==> src/design/caf_pkg.sv <==
// Shared constants, record layouts and state codes of the acceptance filter.
// Assumes a single module clock; every user compiles this package first.
package caf_pkg;

  // Sizes of the filter bank
  localparam int NUM_FILTERS = 32;
  localparam int NUM_MASKS = 4;
  localparam int NUM_RX_FIFOS = 32;
  localparam int FILT_IDX_W = 5;
  localparam int MASK_SEL_W = 2;
  localparam int FIFO_SEL_W = 5;
  localparam int SID_W = 11;
  localparam int EID_W = 18;
  localparam int DATA_W = 64;
  localparam int RX_BUF_DEPTH = 8;

  // Operating mode field codes
  localparam logic [2:0] MODE_NORMAL = 3'h0;
  localparam logic [2:0] MODE_DISABLE = 3'h1;
  localparam logic [2:0] MODE_CONFIG = 3'h4;

  // Filter control byte: enable bit 7, mask select 6:5, fifo select 4:0
  typedef struct packed {
    logic filter_enable_bit;
    logic [MASK_SEL_W-1:0] mask_select_field;
    logic [FIFO_SEL_W-1:0] fifo_select_field;
  } caf_filt_ctrl_t;

  // Filter word: sid 31:21, extended enable at 19, eid 17:0
  typedef struct packed {
    logic [SID_W-1:0] sid;
    logic rsv_20;
    logic extended_id_enable;
    logic rsv_18;
    logic [EID_W-1:0] eid;
  } caf_filt_id_t;

  // Mask word: sid 31:21, id type enable at 19, eid 17:0
  typedef struct packed {
    logic [SID_W-1:0] sid;
    logic rsv_20;
    logic mask_id_type_enable;
    logic rsv_18;
    logic [EID_W-1:0] eid;
  } caf_mask_t;

  // Message taken from the message assembly buffer
  typedef struct packed {
    logic ide;
    logic [SID_W-1:0] sid;
    logic [EID_W-1:0] eid;
    logic [3:0] dlc;
    logic [DATA_W-1:0] data;
  } caf_msg_t;

  // Store request toward the message fifo memory
  typedef struct packed {
    logic [FIFO_SEL_W-1:0] fifo;
    logic [FILT_IDX_W-1:0] hit;
    caf_msg_t msg;
  } caf_store_t;

  // Values after reset
  localparam caf_filt_ctrl_t FILT_CTRL_RST = 8'h00;
  localparam caf_filt_id_t FILT_ID_RST = 32'h0000_0000;
  localparam caf_mask_t MASK_RST = 32'h0000_0000;
  localparam logic [FILT_IDX_W-1:0] HIT_RST = 5'h00;

  // Engine states, gray along idle, scan, store
  typedef enum logic [1:0] {
    ST_IDLE = 2'b00,
    ST_SCAN = 2'b01,
    ST_STORE = 2'b11
  } caf_state_t;

endpackage

==> src/design/caf_buffer.sv <==
// Small synchronous fifo holding assembled messages ahead of the filter engine.
// Assumes one clock; a low clock enable freezes it and refuses both sides.
`timescale 1ns/10ps
module caf_buffer #(
  parameter int WIDTH = 8,
  parameter int DEPTH = 8
) (
  input wire logic i_clock,
  input wire logic i_reset_n,
  input wire logic i_clock_en,
  input wire logic i_wr_valid,
  output logic o_wr_ready,
  input wire logic [WIDTH-1:0] i_wr_data,
  output logic o_rd_valid,
  input wire logic i_rd_ready,
  output logic [WIDTH-1:0] o_rd_data
);

  localparam int AW = $clog2(DEPTH);

  // Depth must be a power of two for the wrapping pointers
  if (DEPTH < 2 || (DEPTH & (DEPTH - 1)) != 0 || WIDTH < 1) begin : g_bad_param
    $error("caf_buffer: DEPTH must be a power of two >= 2");
  end

  logic [WIDTH-1:0] mem_r [DEPTH];
  logic [AW:0] wr_ptr_r;
  logic [AW:0] rd_ptr_r;
  logic full_w;
  logic empty_w;
  logic push_w;
  logic pop_w;

  // Full when pointers differ only in the wrap bit
  assign full_w = (wr_ptr_r[AW] != rd_ptr_r[AW]) && (wr_ptr_r[AW-1:0] == rd_ptr_r[AW-1:0]);
  assign empty_w = (wr_ptr_r == rd_ptr_r);
  assign o_wr_ready = i_clock_en && !full_w;
  assign o_rd_valid = i_clock_en && !empty_w;
  assign push_w = i_wr_valid && o_wr_ready;
  assign pop_w = o_rd_valid && i_rd_ready;
  assign o_rd_data = mem_r[rd_ptr_r[AW-1:0]];

  // Pointer update
  always_ff @(posedge i_clock or negedge i_reset_n) begin
    if (!i_reset_n) begin
      wr_ptr_r <= '0;
      rd_ptr_r <= '0;
    end else begin
      if (push_w) wr_ptr_r <= wr_ptr_r + 1'b1;
      if (pop_w) rd_ptr_r <= rd_ptr_r + 1'b1;
    end
  end

  // Storage, no reset needed
  always_ff @(posedge i_clock) begin
    if (push_w) mem_r[wr_ptr_r[AW-1:0]] <= i_wr_data;
  end

endmodule

==> src/design/caf_filter.sv <==
// Acceptance filter bank and scan engine for received messages.
// Assumes config strobes and fifo status come from logic on the same clock.
`timescale 1ns/10ps
// What this block does
// - Thirty-two filters and four shared masks.
// - Per filter: enable, mask select, fifo select.
// - Scan filters, masked XOR compare, store match.
// - Mask one compares bit, zero ignores it.
// - Enable bit switches filter on and off.
// - Filter writes only in config, normal, disabled.
// - Disabling waits until current filtering ends.
// - Identifier writes ignored while filter enabled.
// - Filters hold 11-bit sid, 18-bit eid.
// - Extended enable selects extended or standard.
// - Type bit clear accepts either format.
// - Type bit set rejects format mismatch.
// - Mask locked while an enabled filter uses it.
// - Mask writes only in configuration mode.
// - Any filter may target any fifo.
// - Latch fifo pointer, store after assembly.
// - Matching filter number into hit field.
// - Lowest matching filter with fifo room wins.
module caf_filter #(
  parameter int NUM_FILTERS = caf_pkg::NUM_FILTERS,
  parameter int BUF_DEPTH = caf_pkg::RX_BUF_DEPTH
) (
  input wire logic i_clock,
  input wire logic i_reset_n,
  input wire logic i_clock_en,
  input wire logic [2:0] i_operating_mode_field,
  input wire logic i_ctrl_wr_en,
  input wire logic [caf_pkg::FILT_IDX_W-1:0] i_ctrl_wr_idx,
  input wire caf_pkg::caf_filt_ctrl_t i_ctrl_wr_data,
  input wire logic i_filt_wr_en,
  input wire logic [caf_pkg::FILT_IDX_W-1:0] i_filt_wr_idx,
  input wire caf_pkg::caf_filt_id_t i_filt_wr_data,
  input wire logic i_mask_wr_en,
  input wire logic [caf_pkg::MASK_SEL_W-1:0] i_mask_wr_idx,
  input wire caf_pkg::caf_mask_t i_mask_wr_data,
  input wire logic i_msg_valid,
  output logic o_msg_ready,
  input wire caf_pkg::caf_msg_t i_msg,
  input wire logic [caf_pkg::NUM_RX_FIFOS-1:0] i_rx_fifo_full,
  output logic o_store_valid,
  input wire logic i_store_ready,
  output caf_pkg::caf_store_t o_store,
  output logic [caf_pkg::NUM_FILTERS-1:0] o_filter_enable_bits,
  output logic [caf_pkg::FILT_IDX_W-1:0] o_filter_hit_number,
  output logic o_busy
);

  // Filter numbers must fit the five-bit hit and index fields
  if (NUM_FILTERS < 1 || NUM_FILTERS > caf_pkg::NUM_FILTERS) begin : g_bad_param
    $error("caf_filter: NUM_FILTERS must be 1..32");
  end

  caf_pkg::caf_filt_ctrl_t ctrl_r [NUM_FILTERS];
  caf_pkg::caf_filt_id_t id_r [NUM_FILTERS];
  caf_pkg::caf_mask_t mask_r [caf_pkg::NUM_MASKS];
  logic [NUM_FILTERS-1:0] pend_off_r;
  logic [caf_pkg::NUM_MASKS-1:0] mask_used_w;
  caf_pkg::caf_state_t state_r;
  caf_pkg::caf_state_t state_nxt;
  logic [caf_pkg::FILT_IDX_W-1:0] idx_r;
  caf_pkg::caf_msg_t msg_r;
  caf_pkg::caf_store_t store_r;
  logic [caf_pkg::FILT_IDX_W-1:0] hit_r;
  logic buf_valid_w;
  logic buf_ready_w;
  caf_pkg::caf_msg_t buf_data_w;
  logic busy_w;
  logic mode_ok_w;
  logic mask_mode_ok_w;
  logic pop_w;
  logic take_w;
  logic last_w;
  logic done_w;
  caf_pkg::caf_filt_ctrl_t cand_ctrl_w;
  caf_pkg::caf_filt_id_t cand_id_w;
  caf_pkg::caf_mask_t cand_mask_w;
  logic sid_hit_w;
  logic eid_hit_w;
  logic type_ok_w;
  logic cand_match_w;
  logic cand_room_w;
  caf_pkg::caf_filt_ctrl_t st_ctrl_w;
  caf_pkg::caf_filt_id_t st_id_w;
  caf_pkg::caf_mask_t st_mask_w;

  // Message buffer between assembly and the scan engine
  caf_buffer #(
    .WIDTH($bits(caf_pkg::caf_msg_t)),
    .DEPTH(BUF_DEPTH)
  ) u_rx_buf (
    .i_clock(i_clock),
    .i_reset_n(i_reset_n),
    .i_clock_en(i_clock_en),
    .i_wr_valid(i_msg_valid),
    .o_wr_ready(o_msg_ready),
    .i_wr_data(i_msg),
    .o_rd_valid(buf_valid_w),
    .i_rd_ready(buf_ready_w),
    .o_rd_data(buf_data_w)
  );

  // Mode gating of configuration writes
  assign mode_ok_w = (i_operating_mode_field == caf_pkg::MODE_CONFIG) ||
                     (i_operating_mode_field == caf_pkg::MODE_NORMAL) ||
                     (i_operating_mode_field == caf_pkg::MODE_DISABLE);
  assign mask_mode_ok_w = (i_operating_mode_field == caf_pkg::MODE_CONFIG);
  assign busy_w = (state_r != caf_pkg::ST_IDLE);

  // Candidate filter and its mask for the current scan step
  assign cand_ctrl_w = ctrl_r[idx_r];
  assign cand_id_w = id_r[idx_r];
  assign cand_mask_w = mask_r[cand_ctrl_w.mask_select_field];

  // Masked XOR compare; eid only counts for extended messages
  assign sid_hit_w = ((msg_r.sid ^ cand_id_w.sid) & cand_mask_w.sid) == '0;
  assign eid_hit_w = !msg_r.ide || (((msg_r.eid ^ cand_id_w.eid) & cand_mask_w.eid) == '0);
  // Format check only when the mask asks for it
  assign type_ok_w = !cand_mask_w.mask_id_type_enable ||
                     (msg_r.ide == cand_id_w.extended_id_enable);
  assign cand_match_w = cand_ctrl_w.filter_enable_bit && sid_hit_w && eid_hit_w && type_ok_w;
  // Any filter may name any fifo; full fifo falls through
  assign cand_room_w = !i_rx_fifo_full[cand_ctrl_w.fifo_select_field];

  // Scan step results
  assign take_w = (state_r == caf_pkg::ST_SCAN) && cand_match_w && cand_room_w;
  assign last_w = (idx_r == caf_pkg::FILT_IDX_W'(NUM_FILTERS - 1));
  assign done_w = i_clock_en && (((state_r == caf_pkg::ST_STORE) && i_store_ready) ||
                                 ((state_r == caf_pkg::ST_SCAN) && !take_w && last_w));
  assign buf_ready_w = (state_r == caf_pkg::ST_IDLE);
  assign pop_w = buf_valid_w && buf_ready_w;

  // Next state of the scan engine
  always_comb begin
    state_nxt = state_r;
    case (state_r)
      caf_pkg::ST_IDLE: begin
        if (pop_w) state_nxt = caf_pkg::ST_SCAN;
      end
      caf_pkg::ST_SCAN: begin
        if (take_w) state_nxt = caf_pkg::ST_STORE;
        else if (last_w) state_nxt = caf_pkg::ST_IDLE;
      end
      caf_pkg::ST_STORE: begin
        if (i_store_ready) state_nxt = caf_pkg::ST_IDLE;
      end
      default: begin
        state_nxt = caf_pkg::ST_IDLE;
      end
    endcase
  end

  // Engine registers
  always_ff @(posedge i_clock or negedge i_reset_n) begin
    if (!i_reset_n) begin
      state_r <= caf_pkg::ST_IDLE;
      idx_r <= '0;
      msg_r <= '0;
    end else if (i_clock_en) begin
      state_r <= state_nxt;
      if (pop_w) msg_r <= buf_data_w;
      if (pop_w) idx_r <= '0;
      else if ((state_r == caf_pkg::ST_SCAN) && !take_w && !last_w) idx_r <= idx_r + 5'h01;
    end
  end

  // Store record and hit number, latched only on an accepted match
  always_ff @(posedge i_clock or negedge i_reset_n) begin
    if (!i_reset_n) begin
      store_r <= '0;
      hit_r <= caf_pkg::HIT_RST;
    end else if (i_clock_en && take_w) begin
      store_r <= '{fifo: cand_ctrl_w.fifo_select_field, hit: idx_r, msg: msg_r};
      hit_r <= idx_r;
    end
  end

  assign o_store_valid = (state_r == caf_pkg::ST_STORE);
  assign o_store = store_r;
  assign o_filter_hit_number = hit_r;
  assign o_busy = busy_w;

  // Per-filter control and identifier registers
  for (genvar f = 0; f < NUM_FILTERS; f++) begin : g_filt
    logic ctrl_sel_w;
    logic hold_w;
    logic pend_set_w;
    logic pend_clr_w;
    logic id_sel_w;

    assign ctrl_sel_w = i_ctrl_wr_en && mode_ok_w && (i_ctrl_wr_idx == caf_pkg::FILT_IDX_W'(f));
    // An enabled filter is frozen while a message is being filtered
    assign hold_w = busy_w && ctrl_r[f].filter_enable_bit;
    assign pend_set_w = ctrl_sel_w && hold_w && !i_ctrl_wr_data.filter_enable_bit;
    assign pend_clr_w = ctrl_sel_w && hold_w && i_ctrl_wr_data.filter_enable_bit;
    assign id_sel_w = i_filt_wr_en && mode_ok_w && (i_filt_wr_idx == caf_pkg::FILT_IDX_W'(f)) &&
                      !ctrl_r[f].filter_enable_bit;
    assign o_filter_enable_bits[f] = ctrl_r[f].filter_enable_bit;

    // Control byte with deferred disable
    always_ff @(posedge i_clock or negedge i_reset_n) begin
      if (!i_reset_n) begin
        ctrl_r[f] <= caf_pkg::FILT_CTRL_RST;
        pend_off_r[f] <= 1'b0;
      end else if (i_clock_en) begin
        if (ctrl_sel_w && !hold_w) begin
          ctrl_r[f] <= i_ctrl_wr_data;
          pend_off_r[f] <= 1'b0;
        end else if (done_w && (pend_off_r[f] || pend_set_w) && !pend_clr_w) begin
          ctrl_r[f].filter_enable_bit <= 1'b0;
          pend_off_r[f] <= 1'b0;
        end else if (pend_set_w) begin
          pend_off_r[f] <= 1'b1;
        end else if (pend_clr_w) begin
          pend_off_r[f] <= 1'b0;
        end
      end
    end

    // Identifier word
    always_ff @(posedge i_clock or negedge i_reset_n) begin
      if (!i_reset_n) id_r[f] <= caf_pkg::FILT_ID_RST;
      else if (i_clock_en && id_sel_w) id_r[f] <= i_filt_wr_data;
    end

  end

  // Shared masks, locked while any enabled filter selects them
  for (genvar m = 0; m < caf_pkg::NUM_MASKS; m++) begin : g_mask
    logic [NUM_FILTERS-1:0] user_w;
    logic mask_sel_w;

    for (genvar f = 0; f < NUM_FILTERS; f++) begin : g_user
      assign user_w[f] = ctrl_r[f].filter_enable_bit &&
                         (ctrl_r[f].mask_select_field == caf_pkg::MASK_SEL_W'(m));
    end
    assign mask_used_w[m] = |user_w;
    assign mask_sel_w = i_mask_wr_en && mask_mode_ok_w && !mask_used_w[m] &&
                        (i_mask_wr_idx == caf_pkg::MASK_SEL_W'(m));

    // Mask word
    always_ff @(posedge i_clock or negedge i_reset_n) begin
      if (!i_reset_n) mask_r[m] <= caf_pkg::MASK_RST;
      else if (i_clock_en && mask_sel_w) mask_r[m] <= i_mask_wr_data;
    end

  end

  // Settings of the filter that the pending store names
  assign st_ctrl_w = ctrl_r[o_store.hit];
  assign st_id_w = id_r[o_store.hit];
  assign st_mask_w = mask_r[st_ctrl_w.mask_select_field];
endmodule

==> config.mk <==
export PLATFORM = sky130hd
export DESIGN_NAME = caf_filter
export DESIGN_NICKNAME = d
export VERILOG_FILES = /design/src/design/caf_pkg.sv /design/src/design/caf_buffer.sv /design/src/design/caf_filter.sv
export SDC_FILE = /design/constraint.sdc
export NUM_CORES = 2
export LEC_CHECK = 0
export BUFFER_PORTS_ARGS = -buffer_cell sky130_fd_sc_hd__buf_2
export CAP_MARGIN = 25
export CELL_PAD_IN_SITES_DETAIL_PLACEMENT = 1
export CELL_PAD_IN_SITES_GLOBAL_PLACEMENT = 2
export CORE_MARGIN = 2
export CORE_UTILIZATION = 42
export DETAILED_ROUTE_END_ITERATION = 12
export GPL_ROUTABILITY_DRIVEN = 0
export HOLD_SLACK_MARGIN = 0.1
export PLACE_DENSITY_LB_ADDON = 0.15
export SYNTH_ARGS = -nofsm -noshare
export SYNTH_HDL_FRONTEND = slang
export SYNTH_SLANG_ARGS = --single-unit
==> constraint.sdc <==
create_clock -name i_clock -period 8.4 [get_ports i_clock]
set_input_delay 0.42 -clock i_clock [delete_from_list [all_inputs] [get_ports i_clock]]
set_output_delay 0.42 -clock i_clock [all_outputs]
set_load 0.03 [all_outputs]
* After elaboration in Yosys (flattened, before gate mapping)
Memories as Yosys holds them, arrays and structs flattened. A register that Yosys moved wholly into a read port is not among the register bits.
Index checks and enable logic that the tools add are counted.
** Word-level totals
- Flip-flop bits (word level) :: 1563
- Latch bits :: 0
- Memory bits (writable) :: 784
- Memory bits (read-only) :: 0
- Output and inout port bits :: 148
- Word-level logic and storage cells :: 1582
- Memories :: 1
** Cells by class
- $add $sub $neg :: 3
- Multipliers :: 0
- Divide/modulo/power cells :: 0
- Order comparisons :: 3
- Equal/unequal tests :: 173
- Shifts and indexed selects :: 0
- Muxes and demuxes :: 212
- Bitwise operators :: 6
- Reduce and logical (&&, ||, !) cells :: 865
** Memory list
- u_rx_buf.mem_r :: depth 8, width 98, rd ports 1, clocked after memory_dff 1, write ports 1, line caf_buffer.sv:26 : logic [WIDTH-1:0] mem_r [DEPTH];
** Operators by type and width (count)
- logical AND 1 bit :: 511
- AND reduction 2 bit :: 98
- two-way mux 1 bit :: 195
- equality test 5 bit, second input constant :: 33
- binary-select mux 32 bit (select 5 bit) :: 1
- equality test 2 bit, second input constant :: 67
- two-way mux 32 bit :: 4
- nonzero test 4 bit :: 32
- OR reduction 32 bit :: 4
- logical NOT 1 bit :: 109
- equality test 5 x 4 -> 1 bit, second input constant :: 16
- equality test 2 x 1 -> 1 bit, second input constant :: 34
- logical NOT 2 bit :: 34
- nonzero test 2 bit :: 34
- binary-select mux 32 bit (select 2 bit) :: 1
- binary-select mux 8 bit (select 5 bit) :: 1
- equality test 5 x 3 -> 1 bit, second input constant :: 8
- logical OR 1 bit :: 37
- equality test 5 x 2 -> 1 bit, second input constant :: 4
- bitwise AND 18 bit :: 1
- logical NOT 18 bit :: 1
- bitwise XOR 18 bit :: 1
- two-way mux 8 bit :: 2
- bitwise AND 11 bit :: 1
- other kinds (26) :: 33

* Longest topological paths before layout
- Depth after elaboration :: 24
- Depth in mapped cells :: 22
- Depth with buffers taken out :: 12

* Cells and area by module
From an unflattened synthesis, not the netlist that was laid out.
** Second synthesis, totals
- Cells, all modules :: 6551
- Area, all modules :: 103369.1 um2
** By module, submodules not included
- caf_filter :: times used 1, cells each 5362, area an instance 73402.9 um2, sequential area each 39562.9 um2
- caf_buffer :: times used 1, cells each 1189, area an instance 29966.2 um2, sequential area each 23742.8 um2

* Worst setup path after synthesis
Ideal clock, no wire load.
- Path kind :: register to register
- Start point :: register u_rx_buf.rd_ptr_r[0]
- End point :: memory u_rx_buf.mem_r[0][0] in the netlist's numbering, enable pin
- Setup time :: 675 ps
- Arrival time :: 8521 ps
- Required time :: 7725 ps
- Slack :: -796 ps
- Cell stages (with the launch flop) :: 9
- Period minus slack after synthesis :: 9196 ps
- Cells stage by stage :: dfrtp_1 -> clkbuf_1 -> xor2_1 -> nor3_1 -> a21oi_1 -> and2_1 -> clkbuf_1 -> nand2b_1 -> nor3_1
** On the way
- Word-level cells in the longest chain between the ends :: 7
** Ends and longest elaborated chain
- from (decl) :: line caf_buffer.sv:28 : logic [AW:0] rd_ptr_r;
- from (signal assigned) :: line caf_buffer.sv:50 : if (pop_w) rd_ptr_r <= rd_ptr_r + 1'b1;
- equality test 3 bit :: line caf_buffer.sv:35 : assign full_w = (wr_ptr_r[AW] != rd_ptr_r[AW]) && (wr_ptr_r[AW-1:0] == rd_ptr_r[AW-1:0]);
- logical AND 1 bit :: line caf_buffer.sv:35
- logical NOT 1 bit :: line caf_buffer.sv:37 : assign o_wr_ready = i_clock_en && !full_w;
- logical AND 1 bit :: line caf_buffer.sv:37
- via o_msg_ready :: line caf_filter.sv:41 : output logic o_msg_ready,
- logical AND 1 bit :: line caf_buffer.sv:39 : assign push_w = i_wr_valid && o_wr_ready;
- two-way mux 1 bit :: line caf_buffer.sv:56 : if (push_w) mem_r[wr_ptr_r[AW-1:0]] <= i_wr_data;
- two-way mux 1 bit (not written as such) :: line caf_buffer.sv:56
- to (decl) :: line caf_buffer.sv:26
The timed path passes the listed nets, and every way through them passes these cells.

* Final worst setup path
- Start point :: register idx_r[0] in the netlist's numbering
- End point :: register store_r (netlist bit o_store[103])
** On the way
- Word-level cells in the longest chain between the ends :: 16
- Elaborated cells between the ends (all ways) :: 30
- Those cells by class :: 1 x eq/ne; 11 x mux; 6 x bitwise; 12 x reduce/logical
** Ends and longest elaborated chain
- from (decl) :: line caf_filter.sv:64 : logic [caf_pkg::FILT_IDX_W-1:0] idx_r;
- from (signal assigned) :: line caf_filter.sv:166 : else if ((state_r == caf_pkg::ST_SCAN) && !take_w && !last_w) idx_r <= idx_r + 5'h01;
- NOT 5 -> 6 bit (not written as such) (*) :: line caf_filter.sv:114, caf_filter.sv:115
- binary-select mux 8 bit (select 5 bit) :: line caf_filter.sv:114 : assign cand_ctrl_w = ctrl_r[idx_r];
- two-way mux 8 bit (not written as such) (2 in series) :: line caf_filter.sv:114
- NOT 2 -> 3 bit (not written as such) :: line caf_filter.sv:116 : assign cand_mask_w = mask_r[cand_ctrl_w.mask_select_field];
- binary-select mux 32 bit (select 2 bit) :: line caf_filter.sv:116
- two-way mux 32 bit (not written as such) (2 in series) :: line caf_filter.sv:116
- bitwise AND 18 bit / bitwise AND 11 bit (equally long branches) :: line caf_filter.sv:120, caf_filter.sv:119
- logical NOT 18 bit / logical NOT 11 bit (equally long branches) :: line caf_filter.sv:120, caf_filter.sv:119
- logical OR 1 bit / logical AND 1 bit (equally long branches) :: line caf_filter.sv:120, caf_filter.sv:124
- logical AND 1 bit (2 in series) :: line caf_filter.sv:124 : assign cand_match_w = cand_ctrl_w.filter_enable_bit && sid_hit_w && eid_hit_w && type_ok_w;
- logical AND 1 bit (2 in series) :: line caf_filter.sv:129 : assign take_w = (state_r == caf_pkg::ST_SCAN) && cand_match_w && cand_room_w;
- logical AND 1 bit :: line caf_filter.sv:175 : end else if (i_clock_en && take_w) begin
- to (signal assigned) :: line caf_filter.sv:176 : store_r <= '{fifo: cand_ctrl_w.fifo_select_field, hit: idx_r, msg: msg_r};
- to (decl) :: line caf_filter.sv:66 : caf_pkg::caf_store_t store_r;
Mark *: on every way between the ends. The rest lies on a longest branch, timed or not. The select of a mux whose other input is x is not followed.
A chain may end at the register's enable or synchronous reset.

==> results.yml <==
clock_network:
  path_clk_slew_ns: 0.06
  clkSinkCount: 2373
  ctsLongestPathBuffers: 4
  cts_setup_buffers: 0
  insertion_delay_ns: 0.94
  cts_tree: "built"
  htree_levels: 5
  clock-root-buffer: "clkbuf_16"
  cts_resized: 0
  numCtsBuffers: 283
  holdBufCountCts: 157
sta:
  fin_crit_ns: 6.75
  period_share_pct: 80.4
  rsz0062_at_grt: "false"
  tightest_slew_ns: 1.08
  maxSlewHeadroom_pct: 28.0
  max_clock_freq_mhz: 148
  fin_skew_ns: 0.0857
  setup_viol: 0
  timing.final.max_slew_violations: 0
  hold_viol_final: 0
  final.setup.tns_ns: 0
critical_path:
  cp_max_fo: 58
  crit_required_ns: 9.16
  crit_type: "reg -> reg"
  critPathLaunchType: "flop"
  worst_setup_path_end_kind: "flop"
  cp.arrival_ns: 7.51
  reg2regPathDepth: 13
floorplanning:
  coreArea_mm2: 0.243
  ios: 373
  start_util_pct: 42.3
  die_w_um: 499
  die_h_um: 499
  num_rows: 181
  dieArea_mm2: 0.249
yosys:
  ys_seq_area_share_pct: 61.5
  avgSynthCellArea_um2: 16.0
  yosysTopAreaCell: "dfrtp_1"
  synth_top_area_share_pct: 38.6
  synth_warnings: 0
  synth-edff-count: 784
  synth_nets: 6673
  syn-cell-area_mm2: 0.103
  yosys_register_bits: 2373
  synthFlopType: "dfrtp_1"
  synthArstFlopShare_pct: 67.0
  synthTopCellsByArea: "dfrtp_1 (39%), edfxtp_1 (23%), mux2_2 (15%), mux4_2 (9.8%), mux2i_1 (3.1%)"
  synth_cell_types: 67
  syn_inst: 6444
cells_and_area:
  final_area_mm2: 0.119
  syn_to_final_growth_pct: 15.5
  final_util_pct: 48.8
  nNetsFinal: 7112
  nFillCells: 23100
  layout-drive-gt1-share_pct: 41.1
global_route:
  grt_pass1_wl_mm: 459
  antenna_found_initial: 49
  grt_max_degree: 165
  grt_overflow_total: 0
  grt_pass1_vias: 64900
  grt_usage_pct: 25.1
detailed_routing:
  routedWlPerCell_um: 30.1
  wirelength_mm: 310
  antenna_left: 0
  remaining_drc_errors: 0
  via_count: 59800
  via_per_inst: 5.81
  dr.pass1.iters: 5
  drtIter0Drc: 4003
place:
  post-dp-hpwl_mm: 184
  placed_area_mm2: 0.108
  numPortBuffers: 368
power_and_ir_drop:
  pwr-share-clk_pct: 35.0
  power_frac_comb_pct: 24.7
  p_sw_share_pct: 31.3
  power_switching_mw: 10.6
  peakVddDrop_uv: 228
  total_power_mw: 33.9
  intPower_mw: 23.3
  p_leak_nw: 51.0
  p_per_area_mw_per_mm2: 285
  power_frac_seq_pct: 40.3
status:
  outcome: "complete, no violations"
run:
  cap_violations: 0
min_path:
  worstHoldPathType: "in -> async"
layer usage:
metal	up-vias	track usage, %	routed length [um]
met5	-	0	365
met4	56	6.91	8280
met3	512	5.59	17500
met2	1297	40.8	149000
met1	32600	33.9	135000
li1	25400	-	-
per-stage QoR:
step	setup slack (ns)	hold WS [ns]	std cells
after floorplan	1.78	0.124	6444
after global routing	1.33	0.149	10300
after detailed placement	1.55	0.471	9642
after CTS	1.54	0.102	10300
final	1.65	0.152	10300
after global placement	1.43	0.458	9639
worst paths after layout:
| kind | startpoint | endpoint | slack (ns) |
|---|---|---|---|
| max | idx_r[0]$_DFFE_PN0P_ | o_store[103]$_DFFE_PN0P_ | 1.65 |
| min | i_reset_n | id_r[366]$_DFFE_PN0P_ | 0.15 |
| max reg2reg | idx_r[0]$_DFFE_PN0P_ | o_store[103]$_DFFE_PN0P_ | 1.65 |
| min reg2reg | msg_r[1]$_DFFE_PN0P_ | msg_r[1]$_DFFE_PN0P_ | 0.48 |
| max in group asynchronous | i_reset_n | mask_r[59]$_DFFE_PN0P_ | 5.92 |
| min in group i_clock | i_filt_wr_data[21] | id_r[501]$_DFFE_PN0P_ | 0.18 |
state kept, by name (all words and copies together), names as in the netlist:
register              cells
ctrl_r                  224
idx_r                     5
pend_off_r               32
o_store                 103
u_rx_buf.mem_r          784
mask_r                  120
u_rx_buf.wr_ptr_r         4
state_r                   2
o_filter_hit_number       5
id_r                    960
msg_r                    98
u_rx_buf.rd_ptr_r         4
o_filter_enable_bits     32
worst max-delay path: stages (launching register included):
cell	delay, ns
dfrtp_4	0.78
buf_12	0.45
mux2i_1	0.43
a22oi_1	0.12
nand3_1	0.31
nand4_1	0.75
mux2i_1	0.43
mux2i_1	0.20
a2111oi_1	0.59
o2111ai_1	0.27
o41ai_4	0.70
nand3_4	0.62
buf_4	0.50
mux2_1	0.36
cells by family after synthesis:
| kind of cell | share of synthesized area, % |
|---|---|
| DFF | 61.5 |
| muxes | 28.6 |
| and+or+nand+nor | 3.43 |
| buffers and inverters | 2.47 |
| AOI/OAI and AO/OA | 3.55 |
| xor gates and xnor gates | 0.349 |
| adders and majority gates | 0.0486 |
layout make-up:
| cell class | instances | area, um2 | area share, % |
|---|---|---|---|
| Multi-Input combinational cell | 3490 | 37300 | 31.4 |
| Inverter | 31 | 120 | 0.101 |
| Timing Repair Buffer | 704 | 5060 | 4.26 |
| Clock inverter | 73 | 677 | 0.570 |
| Antenna cell | 13 | 32.5 | 0.0274 |
| Clock buffer | 416 | 8260 | 6.95 |
| Tap cell | 3202 | 4010 | 3.37 |
| Sequential cell | 2373 | 63300 | 53.3 |
cells in the final DEF, fill, tap and decap left out, drive strengths merged, types with 29 or more instances in the layout:
cell type	Yosys	layout
dfrtp	1589	1589
mux2	1422	1422
edfxtp	784	784
buf	144	547
mux4	449	449
clkbuf	406	416
mux2i	322	322
nand2	316	316
dlygate4sd3	0	157
o21ai	140	140
nand3	101	101
a21oi	70	70
nor2	64	64
clkinv	0	55
nor3	53	53
nand3b	38	38
a22oi	36	36
inv	31	35
o22ai	34	34
a32o	34	34
o221ai	33	33
o211ai	32	32
a31o	32	32
a221oi	29	29
synth_stat cells, types with 36 or more instances:
master	instances
nor3_1	53
mux4_2	449
o21ai_0	140
mux2_2	1385
nand3b_1	38
nor2_1	64
buf_2	36
nand2_1	315
a22oi_1	36
nand3_1	100
dfrtp_1	1589
mux2i_1	322
buf_4	64
edfxtp_1	784
clkbuf_1	406
a21oi_1	70
power groups by stage:
stage                     combinational [mW]  clock [mW]  sequential (mW)
after floorplan                         5.38           0             13.8
after global placement                  8.34           0             13.8
after detailed placement                8.45           0             13.9
after CTS                               8.54        12.1             13.7
after global routing                    8.99        12.6             13.8
final                                   8.37        11.9             13.6
Note: power is estimated with default switching activity, not from simulation.
